## config.mk

```make
export PLATFORM = sky130hd
export DESIGN_NAME = phy_basic_control_status_regs
export DESIGN_NICKNAME = d
export VERILOG_FILES = /design/src/rtl/phy_regs_pkg.sv /design/src/rtl/reg_access_if.sv /design/src/rtl/ctrl_status_bank.sv /design/src/rtl/phy_basic_control_status_regs.sv
export SDC_FILE = /design/constraint.sdc
export NUM_CORES = 1
export LEC_CHECK = 0
export BUFFER_PORTS_ARGS = -buffer_cell sky130_fd_sc_hd__buf_2
export CAP_MARGIN = 40
export CORE_ASPECT_RATIO = 1.75
export CORE_MARGIN = 5
export CORE_UTILIZATION = 30
export DETAILED_ROUTE_END_ITERATION = 12
export PLACE_DENSITY_LB_ADDON = 0.05
export SLEW_MARGIN = 10
export SYNTH_ARGS = -nofsm -noshare
export SYNTH_HDL_FRONTEND = slang
export SYNTH_SLANG_ARGS = --single-unit
```

## constraint.sdc

```tcl
create_clock -name sys_clk -period 5.3 [get_ports sys_clk]
set_clock_uncertainty 0.15 [all_clocks]
set_input_delay 1.06 -clock sys_clk [delete_from_list [all_inputs] [get_ports sys_clk]]
set_output_delay 1.06 -clock sys_clk [all_outputs]
set_load 0.05 [all_outputs]
```

## src/rtl/phy_regs_pkg.sv

```systemverilog
// Shared constants and types for the basic control and status register block
package phy_regs_pkg;
  // ****************************************************************
  // Register addresses and field positions
  // ****************************************************************
  localparam logic [4:0]  REG_CONTROL      = 5'h00;
  localparam logic [4:0]  REG_STATUS       = 5'h01;
  localparam int          CTRL_RESET_BIT   = 15;
  localparam int          CTRL_LOOP_BIT    = 14;
  localparam int          CTRL_SPEED_BIT   = 13;
  localparam int          CTRL_PDOWN_BIT   = 11;
  localparam int          CTRL_ISO_BIT     = 10;
  localparam logic [9:0]  CTRL_RSVD_VALUE  = 10'h100;
  localparam int          STS_PRE_SUP_BIT  = 6;
  localparam int          STS_ANEG_OK_BIT  = 5;
  localparam int          STS_FAULT_BIT    = 4;
  localparam int          STS_LINK_BIT     = 2;
  localparam int          STS_JABBER_BIT   = 1;
  localparam int          STS_EXT_CAP_BIT  = 0;
  localparam logic [15:0] DATA_ZERO        = 16'h0000;
  // ****************************************************************
  // Timing counts
  // ****************************************************************
  localparam logic [4:0]  PCS_RESET_LOAD   = 5'h10;
  localparam logic [4:0]  PCS_RESET_IDLE   = 5'h00;
  localparam logic [5:0]  PREAMBLE_ONES    = 6'h20;
  localparam logic [3:0]  HDR_LAST         = 4'hc;
  localparam logic [4:0]  DATA_LAST        = 5'h0f;
  localparam logic [4:0]  SKIP_LAST        = 5'h11;
  // ****************************************************************
  // Management frame codes
  // ****************************************************************
  localparam logic [1:0]  OP_READ          = 2'h2;
  localparam logic [1:0]  OP_WRITE         = 2'h1;
  localparam logic [3:0]  NIBBLE_ZERO      = 4'h0;
  typedef enum logic [2:0] {
    MS_PREAMBLE,
    MS_HEADER,
    MS_TURN,
    MS_DATA,
    MS_SKIP
  } mgmt_state_t;
endpackage

```

## src/rtl/reg_access_if.sv

```systemverilog
// Register access strobes between the management frame logic and the bank
`timescale 1ns/1ps
interface reg_access_if;
  logic        rd_stb;
  logic        wr_stb;
  logic [4:0]  addr;
  logic [15:0] wdata;
  logic [15:0] rdata;
  modport link (output rd_stb, output wr_stb, output addr, output wdata, input rdata);
  modport bank (input rd_stb, input wr_stb, input addr, input wdata, output rdata);
endinterface

```

## src/rtl/ctrl_status_bank.sv

```systemverilog
// Control and status register bank with latched bits and soft reset
`timescale 1ns/1ps
module ctrl_status_bank (
  // Clock and reset
  input  wire logic  sys_clk,
  input  wire logic  rst_n,
  // Register access
  reg_access_if.bank acc,
  // Power-down pin and conditions from the line side
  input  wire logic  pdown_pin_n,
  input  wire logic  link_ok,
  input  wire logic  fault_evt,
  input  wire logic  jabber_evt,
  // Control outputs
  output logic       loopback,
  output logic       isolate,
  output logic       pdown_bit,
  output logic       pcs_reset
);
  import phy_regs_pkg::*;

  typedef struct packed {
    logic        loopback;
    logic        isolate;
    logic        pdown;
    logic [4:0]  reset_cnt;
    logic        fault;
    logic        jabber;
    logic        link;
    logic [15:0] rdata;
  } bank_state_t;

  bank_state_t st_r;
  bank_state_t st_nxt;
  logic        link_now;
  logic        rd_status;
  logic [15:0] ctrl_word;
  logic [15:0] sts_word;

  // Read views of both registers
  always_comb begin
    ctrl_word = {6'h00, CTRL_RSVD_VALUE};
    ctrl_word[CTRL_RESET_BIT] = (st_r.reset_cnt != PCS_RESET_IDLE);
    ctrl_word[CTRL_LOOP_BIT] = st_r.loopback;
    ctrl_word[CTRL_SPEED_BIT] = 1'b1;
    ctrl_word[CTRL_PDOWN_BIT] = st_r.pdown;
    ctrl_word[CTRL_ISO_BIT] = st_r.isolate;
    sts_word = DATA_ZERO;
    sts_word[STS_PRE_SUP_BIT] = 1'b1;
    sts_word[STS_ANEG_OK_BIT] = 1'b1;
    sts_word[STS_FAULT_BIT] = st_r.fault;
    sts_word[STS_LINK_BIT] = st_r.link;
    sts_word[STS_JABBER_BIT] = st_r.jabber;
    sts_word[STS_EXT_CAP_BIT] = 1'b1;
  end

  // Next state: latches, soft reset, writes
  always_comb begin
    st_nxt = st_r;
    link_now = link_ok & ~st_r.loopback;
    rd_status = acc.rd_stb && (acc.addr == REG_STATUS);
    if (acc.rd_stb) begin
      if (acc.addr == REG_CONTROL) begin
        st_nxt.rdata = ctrl_word;
      end else if (acc.addr == REG_STATUS) begin
        st_nxt.rdata = sts_word;
      end else begin
        st_nxt.rdata = DATA_ZERO;
      end
    end
    // Read re-arms, a new event still sets
    st_nxt.fault = (st_r.fault & ~rd_status) | fault_evt;
    st_nxt.jabber = (st_r.jabber & ~rd_status) | jabber_evt;
    st_nxt.link = rd_status ? link_now : (st_r.link & link_now);
    if (st_r.reset_cnt != PCS_RESET_IDLE) begin
      st_nxt.reset_cnt = 5'(st_r.reset_cnt - 5'h01);
    end
    if (acc.wr_stb && (acc.addr == REG_CONTROL)) begin
      if (acc.wdata[CTRL_RESET_BIT]) begin
        // Control bits and status latches return to defaults, reset count loaded
        st_nxt.reset_cnt = PCS_RESET_LOAD;
        st_nxt.loopback = 1'b0;
        st_nxt.isolate = 1'b0;
        st_nxt.pdown = 1'b0;
        st_nxt.fault = fault_evt;
        st_nxt.jabber = jabber_evt;
        st_nxt.link = 1'b0;
      end else begin
        st_nxt.loopback = acc.wdata[CTRL_LOOP_BIT];
        st_nxt.pdown = acc.wdata[CTRL_PDOWN_BIT];
        st_nxt.isolate = acc.wdata[CTRL_ISO_BIT];
      end
    end
    if (!pdown_pin_n) begin
      st_nxt.pdown = 1'b1;
    end
  end

  // State register
  always_ff @(posedge sys_clk) begin
    if (!rst_n) begin
      st_r <= '0;
    end else begin
      st_r <= st_nxt;
    end
  end

  assign acc.rdata = st_r.rdata;
  assign loopback  = st_r.loopback;
  assign isolate   = st_r.isolate;
  assign pdown_bit = st_r.pdown;
  assign pcs_reset = (st_r.reset_cnt != PCS_RESET_IDLE);
endmodule

```

## src/rtl/phy_basic_control_status_regs.sv

```systemverilog
// Top of the basic control and status registers with management frame slave
// Summary of operation
// - Writing one to control bit 15 resets sublayer; reads one until done.
// - Soft reset leaves vendor-specific contents untouched.
// - Control bit 14 loops MAC transmit data back to MAC receive lines.
// - No link indication while MAC-side loopback is on.
// - Control bit 13 always reads one; writes ignored.
// - Control bit 11 powers down everything except register access.
// - Power down is bit 11 OR low pin; low pin also sets bit 11.
// - Control bit 10 isolates MAC-side data, management stays alive.
// - Status bits 15 to 11 always read zero.
// - Status bit 6 reads one; host sends 32 ones after reset or errors.
// - Status bit 5 always reads one.
// - Status bit 3 always reads zero.
// - Status bit 4 latches high on fault until read or reset.
// - Status bit 2 shows link, latched low, zero after reset.
// - Status bit 1 latches high on jabber.
// - Status bit 0 always reads one.
// - Latched-low bit holds zero until read, then follows condition.
// - Addresses 0x0 to 0x1F reached by direct frame access.
`timescale 1ns/1ps
module phy_basic_control_status_regs (
  // Clock and reset
  input  wire logic       sys_clk,
  input  wire logic       rst_n,
  // Serial management interface pins
  input  wire logic       mdc,
  input  wire logic       mdio_in,
  output logic            mdio_out,
  output logic            mdio_oe,
  // Address strap
  input  wire logic [4:0] phy_addr_strap,
  // Power-down pin
  input  wire logic       interrupt_powerdown_pin_n,
  // Line conditions
  input  wire logic       link_ok,
  input  wire logic       far_end_fault,
  input  wire logic       remote_fault_rx,
  input  wire logic       jabber_seen,
  // MAC side interface
  input  wire logic [3:0] mac_txd,
  input  wire logic       mac_tx_en,
  output logic [3:0]      mac_rxd,
  output logic            mac_rx_dv,
  output logic            mac_out_oe,
  // Line datapath
  input  wire logic [3:0] line_rxd,
  input  wire logic       line_rx_dv,
  output logic [3:0]      line_txd,
  output logic            line_tx_en,
  // Device status
  output logic            link_indication,
  output logic            power_down,
  output logic            coding_sublayer_reset
);
  import phy_regs_pkg::*;

  // ****************************************************************
  // State
  // ****************************************************************
  typedef struct packed {
    mgmt_state_t state;
    logic        mdc_prev;
    logic [5:0]  ones;
    logic        suppress_ok;
    logic [3:0]  hdr_cnt;
    logic [11:0] hdr;
    logic [4:0]  bit_cnt;
    logic [15:0] shift;
    logic        is_read;
    logic        oe;
    logic        out;
    logic [4:0]  phy_addr;
    logic        addr_taken;
    logic        rd_stb;
    logic        wr_stb;
    logic [4:0]  addr;
    logic [15:0] wdata;
    logic [3:0]  rxd;
    logic        rx_dv;
    logic [3:0]  txd;
    logic        tx_en;
    logic        mac_oe;
    logic        link_ind;
  } top_state_t;

  top_state_t   st_r;
  top_state_t   st_nxt;
  reg_access_if acc ();
  logic         loopback;
  logic         isolate;
  logic         pdown_bit;
  logic         pcs_reset;
  logic         pdown_eff;
  logic         quiet;
  logic         rise;
  logic [12:0]  hdr_full;

  // ****************************************************************
  // Register bank
  // ****************************************************************
  ctrl_status_bank u_bank (
    .sys_clk     (sys_clk),
    .rst_n       (rst_n),
    .acc         (acc.bank),
    .pdown_pin_n (interrupt_powerdown_pin_n),
    .link_ok     (link_ok),
    .fault_evt   (far_end_fault | remote_fault_rx),
    .jabber_evt  (jabber_seen),
    .loopback    (loopback),
    .isolate     (isolate),
    .pdown_bit   (pdown_bit),
    .pcs_reset   (pcs_reset)
  );

  // Access strobes come straight from flops
  assign acc.rd_stb = st_r.rd_stb;
  assign acc.wr_stb = st_r.wr_stb;
  assign acc.addr   = st_r.addr;
  assign acc.wdata  = st_r.wdata;

  // Effective power down and quiet data path
  assign pdown_eff = pdown_bit | ~interrupt_powerdown_pin_n;
  assign quiet     = pdown_eff | isolate | pcs_reset;
  assign rise      = mdc & ~st_r.mdc_prev & st_r.addr_taken; // No false edge after reset
  assign hdr_full  = {st_r.hdr, mdio_in};

  // ****************************************************************
  // Management frame slave
  // ****************************************************************
  always_comb begin
    st_nxt = st_r;
    st_nxt.mdc_prev = mdc;
    st_nxt.rd_stb = 1'b0;
    st_nxt.wr_stb = 1'b0;
    // Strap caught once after reset release
    if (!st_r.addr_taken) begin
      st_nxt.phy_addr = phy_addr_strap;
      st_nxt.addr_taken = 1'b1;
    end
    if (rise) begin
      case (st_r.state)
        // Count preamble ones, start bit zero opens a frame
        MS_PREAMBLE: begin
          if (mdio_in) begin
            if (st_r.ones != PREAMBLE_ONES) begin
              st_nxt.ones = 6'(st_r.ones + 6'h01);
            end
            if (6'(st_r.ones + 6'h01) == PREAMBLE_ONES) begin
              st_nxt.suppress_ok = 1'b1;
            end
          end else begin
            st_nxt.ones = 6'h00;
            if (st_r.suppress_ok) begin
              st_nxt.state = MS_HEADER;
              st_nxt.hdr_cnt = 4'h0;
              st_nxt.hdr = 12'h000;
            end
          end
        end
        // Second start bit, opcode, PHY address, register address
        MS_HEADER: begin
          st_nxt.hdr = hdr_full[11:0];
          st_nxt.hdr_cnt = 4'(st_r.hdr_cnt + 4'h1);
          if (st_r.hdr_cnt == HDR_LAST) begin
            st_nxt.addr = hdr_full[4:0];
            st_nxt.bit_cnt = 5'h00;
            if (!hdr_full[12] ||
                ((hdr_full[11:10] != OP_READ) && (hdr_full[11:10] != OP_WRITE))) begin
              st_nxt.suppress_ok = 1'b0;
              st_nxt.state = MS_PREAMBLE;
            end else if (hdr_full[9:5] != st_r.phy_addr) begin
              st_nxt.state = MS_SKIP;
            end else begin
              st_nxt.is_read = (hdr_full[11:10] == OP_READ);
              st_nxt.rd_stb = (hdr_full[11:10] == OP_READ);
              st_nxt.state = MS_TURN;
            end
          end
        end
        // Turnaround: drive zero then first data bit on reads
        MS_TURN: begin
          st_nxt.bit_cnt = 5'(st_r.bit_cnt + 5'h01);
          if (st_r.is_read) begin
            st_nxt.oe = 1'b1;
            if (st_r.bit_cnt == 5'h00) begin
              st_nxt.out = 1'b0;
            end else begin
              st_nxt.out = acc.rdata[15];
              st_nxt.shift = {acc.rdata[14:0], 1'b0};
              st_nxt.bit_cnt = 5'h00;
              st_nxt.state = MS_DATA;
            end
          end else if (st_r.bit_cnt == 5'h00) begin
            if (!mdio_in) begin
              st_nxt.suppress_ok = 1'b0;
              st_nxt.state = MS_PREAMBLE;
            end
          end else if (mdio_in) begin
            st_nxt.suppress_ok = 1'b0;
            st_nxt.state = MS_PREAMBLE;
          end else begin
            st_nxt.bit_cnt = 5'h00;
            st_nxt.state = MS_DATA;
          end
        end
        // Sixteen data bits out or in
        MS_DATA: begin
          st_nxt.bit_cnt = 5'(st_r.bit_cnt + 5'h01);
          if (st_r.is_read) begin
            if (st_r.bit_cnt == DATA_LAST) begin
              st_nxt.oe = 1'b0;
              st_nxt.out = 1'b0;
              st_nxt.state = MS_PREAMBLE;
            end else begin
              st_nxt.out = st_r.shift[15];
              st_nxt.shift = {st_r.shift[14:0], 1'b0};
            end
          end else begin
            st_nxt.shift = {st_r.shift[14:0], mdio_in};
            if (st_r.bit_cnt == DATA_LAST) begin
              st_nxt.wdata = {st_r.shift[14:0], mdio_in};
              st_nxt.wr_stb = 1'b1;
              st_nxt.state = MS_PREAMBLE;
            end
          end
        end
        // Frame for another address: let it pass
        MS_SKIP: begin
          st_nxt.bit_cnt = 5'(st_r.bit_cnt + 5'h01);
          if (st_r.bit_cnt == SKIP_LAST) begin
            st_nxt.state = MS_PREAMBLE;
          end
        end
        default: begin
          st_nxt.state = MS_PREAMBLE;
          st_nxt.oe = 1'b0;
        end
      endcase
    end

    // ****************************************************************
    // MAC-side data path
    // ****************************************************************
    // Receive toward MAC: loopback or line, silenced when quiet
    if (quiet) begin
      st_nxt.rxd = NIBBLE_ZERO;
      st_nxt.rx_dv = 1'b0;
    end else if (loopback) begin
      st_nxt.rxd = mac_txd;
      st_nxt.rx_dv = mac_tx_en;
    end else begin
      st_nxt.rxd = line_rxd;
      st_nxt.rx_dv = line_rx_dv;
    end
    // Transmit toward line stops in loopback or when quiet
    if (quiet || loopback) begin
      st_nxt.txd = NIBBLE_ZERO;
      st_nxt.tx_en = 1'b0;
    end else begin
      st_nxt.txd = mac_txd;
      st_nxt.tx_en = mac_tx_en;
    end
    st_nxt.mac_oe = ~(isolate | pdown_eff);
    st_nxt.link_ind = link_ok & ~loopback & ~pdown_eff & ~pcs_reset;
  end

  // ****************************************************************
  // State register
  // ****************************************************************
  always_ff @(posedge sys_clk) begin
    if (!rst_n) begin
      st_r <= '0;
    end else begin
      st_r <= st_nxt;
    end
  end

  // Outputs
  assign mdio_out              = st_r.out;
  assign mdio_oe               = st_r.oe;
  assign mac_rxd               = st_r.rxd;
  assign mac_rx_dv             = st_r.rx_dv;
  assign mac_out_oe            = st_r.mac_oe;
  assign line_txd              = st_r.txd;
  assign line_tx_en            = st_r.tx_en;
  assign link_indication       = st_r.link_ind;
  assign power_down            = pdown_eff;
  assign coding_sublayer_reset = pcs_reset;
endmodule

```

After elaboration in Yosys (flattened, before gate mapping):

Cells that the tools add are included.

* bits in registers: 119
* output and inout port bits: 16
* word-level logic and storage cells: 182

* $add $sub $neg: 4
* equal/unequal tests: 32
* muxes and demuxes: 54
* bitwise logic cells: 30
* reductions and logical operators: 31

Operators by type and width (count)
* two-way mux 16 bit: 6
* one-hot mux 16 bit (2 select lines): 2
* two-way mux 3 bit: 12
* two-way mux 5 bit: 6
* != test 2 bit (second input constant): 13
* two-way mux 21 bit: 1
* NOT 1 bit: 16
* one-hot mux 3 bit (5 select lines): 1
* one-hot mux 5 bit (3 select lines): 1
* AND reduction 5 bit: 3
* two-way mux 1 bit: 14
* two-way mux 6 bit: 2
* != test 3 bit (second input constant): 4
* AND reduction 4 bit: 3
* logical NOT 5 bit: 2
* two-way mux 9 bit: 1
* AND reduction 3 bit: 3
* AND reduction 9 bit: 1
* bitwise AND 1 bit: 8
* two-way mux 8 bit: 1
* AND reduction 8 bit: 1
* two-way mux 7 bit: 1
* adder 6 x 1 -> 6 bit (second input constant): 1
* equality test 3 x 2 -> 1 bit (second input constant): 2
* 29 further kinds: 46

Logic depth before layout (Yosys ltp):

* depth in word-level cells: 8
* depth in mapped cells: 8
* gate-level depth less buffers: 7

Hierarchy:

Synthesis repeated with hierarchy kept, for this count alone.

* cells, all modules: 554
* area total of the unflattened synthesis: 5232.5 µm²

By module, submodules not included
* phy_basic_control_status_regs: times used 1, cells an instance 444, area an instance 4254.1 µm², seq. area each 1841.8 µm²
* ctrl_status_bank: times used 1, cells an instance 110, area an instance 978.4 µm², seq. area each 400.4 µm²

Worst setup path after synthesis:

No wires, ideal clock.

* kind: input to output
* from: input port interrupt_powerdown_pin_n
* to: output port power_down
* arrival: 1.445 ns
* data required time: 4.090 ns
* path slack: 2.645 ns
* stages on the path: 1
* cell sequence: nand2b_1

* cells in the longest elaborated chain, start to end: 2

RTL lines
* start, declared: RTL line phy_basic_control_status_regs.sv:34 `input wire logic interrupt_powerdown_pin_n,`
* NOT 1 bit: RTL line phy_basic_control_status_regs.sv:123 `assign pdown_eff = pdown_bit | ~interrupt_powerdown_pin_n;`
* bitwise OR 1 bit: RTL line phy_basic_control_status_regs.sv:123
* end, declared: RTL line phy_basic_control_status_regs.sv:53 `output logic power_down,`

Every way passes these cells.

Worst setup path after layout:

* from: register u_bank.st_r[19] in the netlist's numbering
* to: output port coding_sublayer_reset

* cells in the longest elaborated chain, start to end: 1

RTL lines
* start, declared: RTL line ctrl_status_bank.sv:33 `bank_state_t st_r;`
* start signal, assigned: RTL line ctrl_status_bank.sv:104 `st_r <= st_nxt;`
* nonzero test 5 bit: RTL line ctrl_status_bank.sv:112 `assign pcs_reset = (st_r.reset_cnt != PCS_RESET_IDLE);`
* end, declared: RTL line phy_basic_control_status_regs.sv:54 `output logic coding_sublayer_reset`

Every way passes these cells.

==> impl_metrics.csv <==
group,metric,value,unit
route,viasPerCell,5.14,
route,routed_wl,11800,um
finish,final_cell_mix,"100 x dfxtp_1, 58 x nor2_1, 43 x a21oi_1",
timing,setup_viol,0,
finish,drive_gt1_share,15.1,%
synthesis,synth_edf_count,0,
clocking,cts_resized,0,
finish,num-fill-cells,1581,
synthesis,synthSimpleGateAreaFrac,22.2,%
synthesis,synthesis.nets,541,
floorplan,start_util,30.6,%
synthesis,synth_top_family_by_area,"simple AND/OR/NAND/NOR gates",
grt,overflow,0,
clocking,clk_latency,0.35,ns
synthesis,synthMuxAreaShare,5.10,%
setup_path,cp_max_fo,6,
timing,min_period,2.91,ns
synthesis,syn_area,4540,sq um
setup_path,path_class,"reg2out",
finish,num_antenna_cells,0,
floorplan,design.core.area,14800,sq um
placement,port_buffers,39,
route,postRouteAntennaNets,0,
clocking,post_cts_buffers,0,
synthesis,ys.flop_type,"dfxtp_1",
placement,dp_slack,2.20,ns
run_status,status,"finished clean",
placement,dp_hpwl,8270,um
timing,max-slew-margin-rel,41.3,%
synthesis,synth.avg_cell_area,8.95,sq um
grt,grt_max_degree,69,
route,drc_errors,0,
synthesis,synthXorXnorAreaFrac,1.74,%
setup_path,startpoint_type,"register",
synthesis,synth_warnings,0,
route,drtIter0Drc,126,
grt,grtUsageTotal,13.5,%
timing,slew_violations,0,
placement,gp_congestion,0.757,
synthesis,synth_adder_area_share,2.76,%
clocking,cts_hold_buffers,0,
flow_run,maxCapViolations,0,
timing,worst_pin_slew,0.877,ns
power,cellPowerDensity,329,nW/um^2
synthesis,ys_types,65,
setup_path,crit_path_end_kind,"primary output",
clocking,path_clk_slew,0.08,ns
synthesis,ys_ff_latch,100,
timing,rsz0062_at_grt,"false",
clocking,root_buffer,"clkbuf_16",
timing,timing.fmax,0.344,GHz
timing,fin_crit_sh,54.9,%
route,wl_per_cell,16.5,um
floorplan,die_height,173,um
grt,grt_pass1_vias,3613,
worst_hold_path,hp-class,"reg2reg",
finish,syn_to_final_growth,12.3,%
synthesis,ys_seq_area_share,44.1,%
finish,layout_commonest_cell,"dfxtp_1",
timing,hold_viol_final,0,
synthesis,netlist_instances,507,
floorplan,dieArea,17800,sq um
route,drt_pass1_iterations,5,
synthesis,async_reset_ff_share,0,%
floorplan,die_w,103,um
setup_path,crit_arrival,1.70,ns
floorplan,ios,40,
timing,worst_slack,2.39,ns
synthesis,synth_compound_area_share,18.3,%
floorplan,rows,59,
route,vias,3662,
timing,final.setup.tns,0,ns
setup_path,cp.required,4.09,ns
power,p_leak,0.00183,uW
clocking,cts_buffers,9,
power,peakVddDrop,0.000198,V
grt,grt_antenna_before_repair,0,
finish,layout.nets,558,
clocking,cts_max_level,3,
grt,grt_pass1_wl,19200,um
power,p_total,1670,uW
clocking,clk_path_buf_depth,2,
clocking,cts_tree,"built",
clocking,clock_sinks,100,
state kept, by name, summed over array words and instances (netlist names), 4 cells and up:
register          cells
st_r                 43
hdr_full             12
u_bank.acc.rdata      9
u_bank.st_r           8
acc.addr              5
acc.wdata             4
line_txd              4
mac_rxd               4
through the flow:
stage	utilization [%]	cells	hold WS [ns]	cell area, sq um
global placement	32.3	694	0.301	4790
global route	34.3	712	0.347	5090
finish	34.3	712	0.309	5090
floorplan	-	507	0.286	4540
detailed placement	32.4	696	0.299	4800
CTS	34.3	712	0.311	5090
critical path, stage by stage, from the launching register on:
cell and delay [ns]:
dfxtp_1 0.33, inv_1 0.08, ha_1 0.21, nor4b_4 0.36, inv_2 0.14, buf_2 0.24
kinds of logic after synthesis:
kind of cell	after synthesis
buffers and inverters	57
XOR/XNOR	9
AO/OA/AOI/OAI	122
flip-flops	100
AND/OR/NAND/NOR	186
adder cells (fa/ha/maj)	10
multiplexers	23
final cells by class:
type | instances | area [sq um] | area share [%]
inverters | 20 | 75.1 | 1.47
repair buffers | 43 | 225 | 4.42
clock inverters | 7 | 67.6 | 1.33
clock buffers | 9 | 225 | 4.42
multi-input cells | 350 | 2270 | 44.6
well taps | 183 | 229 | 4.50
flip-flops and latches | 100 | 2000 | 39.3
cell usage after synthesis (2+ instances only):
| library cell | count | share of area (%) |
|---|---|---|
| clkbuf_1 | 15 | 1.2 |
| or4_1 | 2 | 0.33 |
| nand3_1 | 16 | 1.8 |
| nor3_1 | 12 | 1.3 |
| nand2b_1 | 9 | 1.2 |
| nand4_1 | 9 | 1.2 |
| a211oi_1 | 12 | 2.0 |
| nor2b_1 | 7 | 0.97 |
| nor2_1 | 58 | 4.8 |
| inv_1 | 18 | 1.5 |
| or3_1 | 7 | 0.97 |
| o21ai_0 | 10 | 1.1 |
| nand2_1 | 26 | 2.2 |
| nand3b_1 | 3 | 0.50 |
| a21oi_1 | 43 | 4.7 |
| xnor2_1 | 9 | 1.7 |
| a311oi_1 | 2 | 0.39 |
| o31ai_1 | 3 | 0.50 |
| or3b_2 | 3 | 0.58 |
| a22oi_1 | 25 | 4.1 |
| nor4_1 | 3 | 0.41 |
| buf_1 | 3 | 0.25 |
| and3b_1 | 2 | 0.39 |
| dfxtp_1 | 100 | 44 |
| mux2i_1 | 22 | 4.9 |
| buf_2 | 8 | 0.88 |
| ha_1 | 10 | 2.8 |
| o2111ai_1 | 2 | 0.39 |
| and2_1 | 9 | 1.2 |
| o211ai_1 | 3 | 0.50 |
| nand4b_1 | 2 | 0.39 |
| a31o_2 | 2 | 0.39 |
| buf_4 | 11 | 1.8 |
| and3_1 | 6 | 0.83 |
| a31oi_1 | 5 | 0.69 |
per-layer routing:
metal	global-route usage [%]	vias to the layer above	part of all wire, %
met5	0	-	0
met4	5.89	0	3.2
met3	1.90	13	3.2
met2	23.1	60	51
met1	16.4	1736	42
li1	-	1853	-
where the power goes:
group | total (uW) | switching [uW] | internal (uW)
clock | 650 | 318 | 331
sequential | 802 | 24.5 | 778
combinational | 223 | 146 | 77.4
total | 1670 | 488 | 1190
path summary, 6_finish.rpt:
kind                                   start                       end  slack, ns  depth (start not counted)
setup / recovery  u_bank.st_r[19]$_SDFF_PN0_     coding_sublayer_reset       2.39                          5
hold / removal      acc.addr[2]$_SDFFE_PN0P_  acc.addr[2]$_SDFFE_PN0P_       0.31                          2
setup reg to reg       st_r[91]$_SDFFE_PN0P_     st_r[59]$_SDFFE_PN0P_       2.67                          4
hold reg to reg     acc.addr[2]$_SDFFE_PN0P_  acc.addr[2]$_SDFFE_PN0P_       0.31                          2
(Power assumes the default switching activity.)
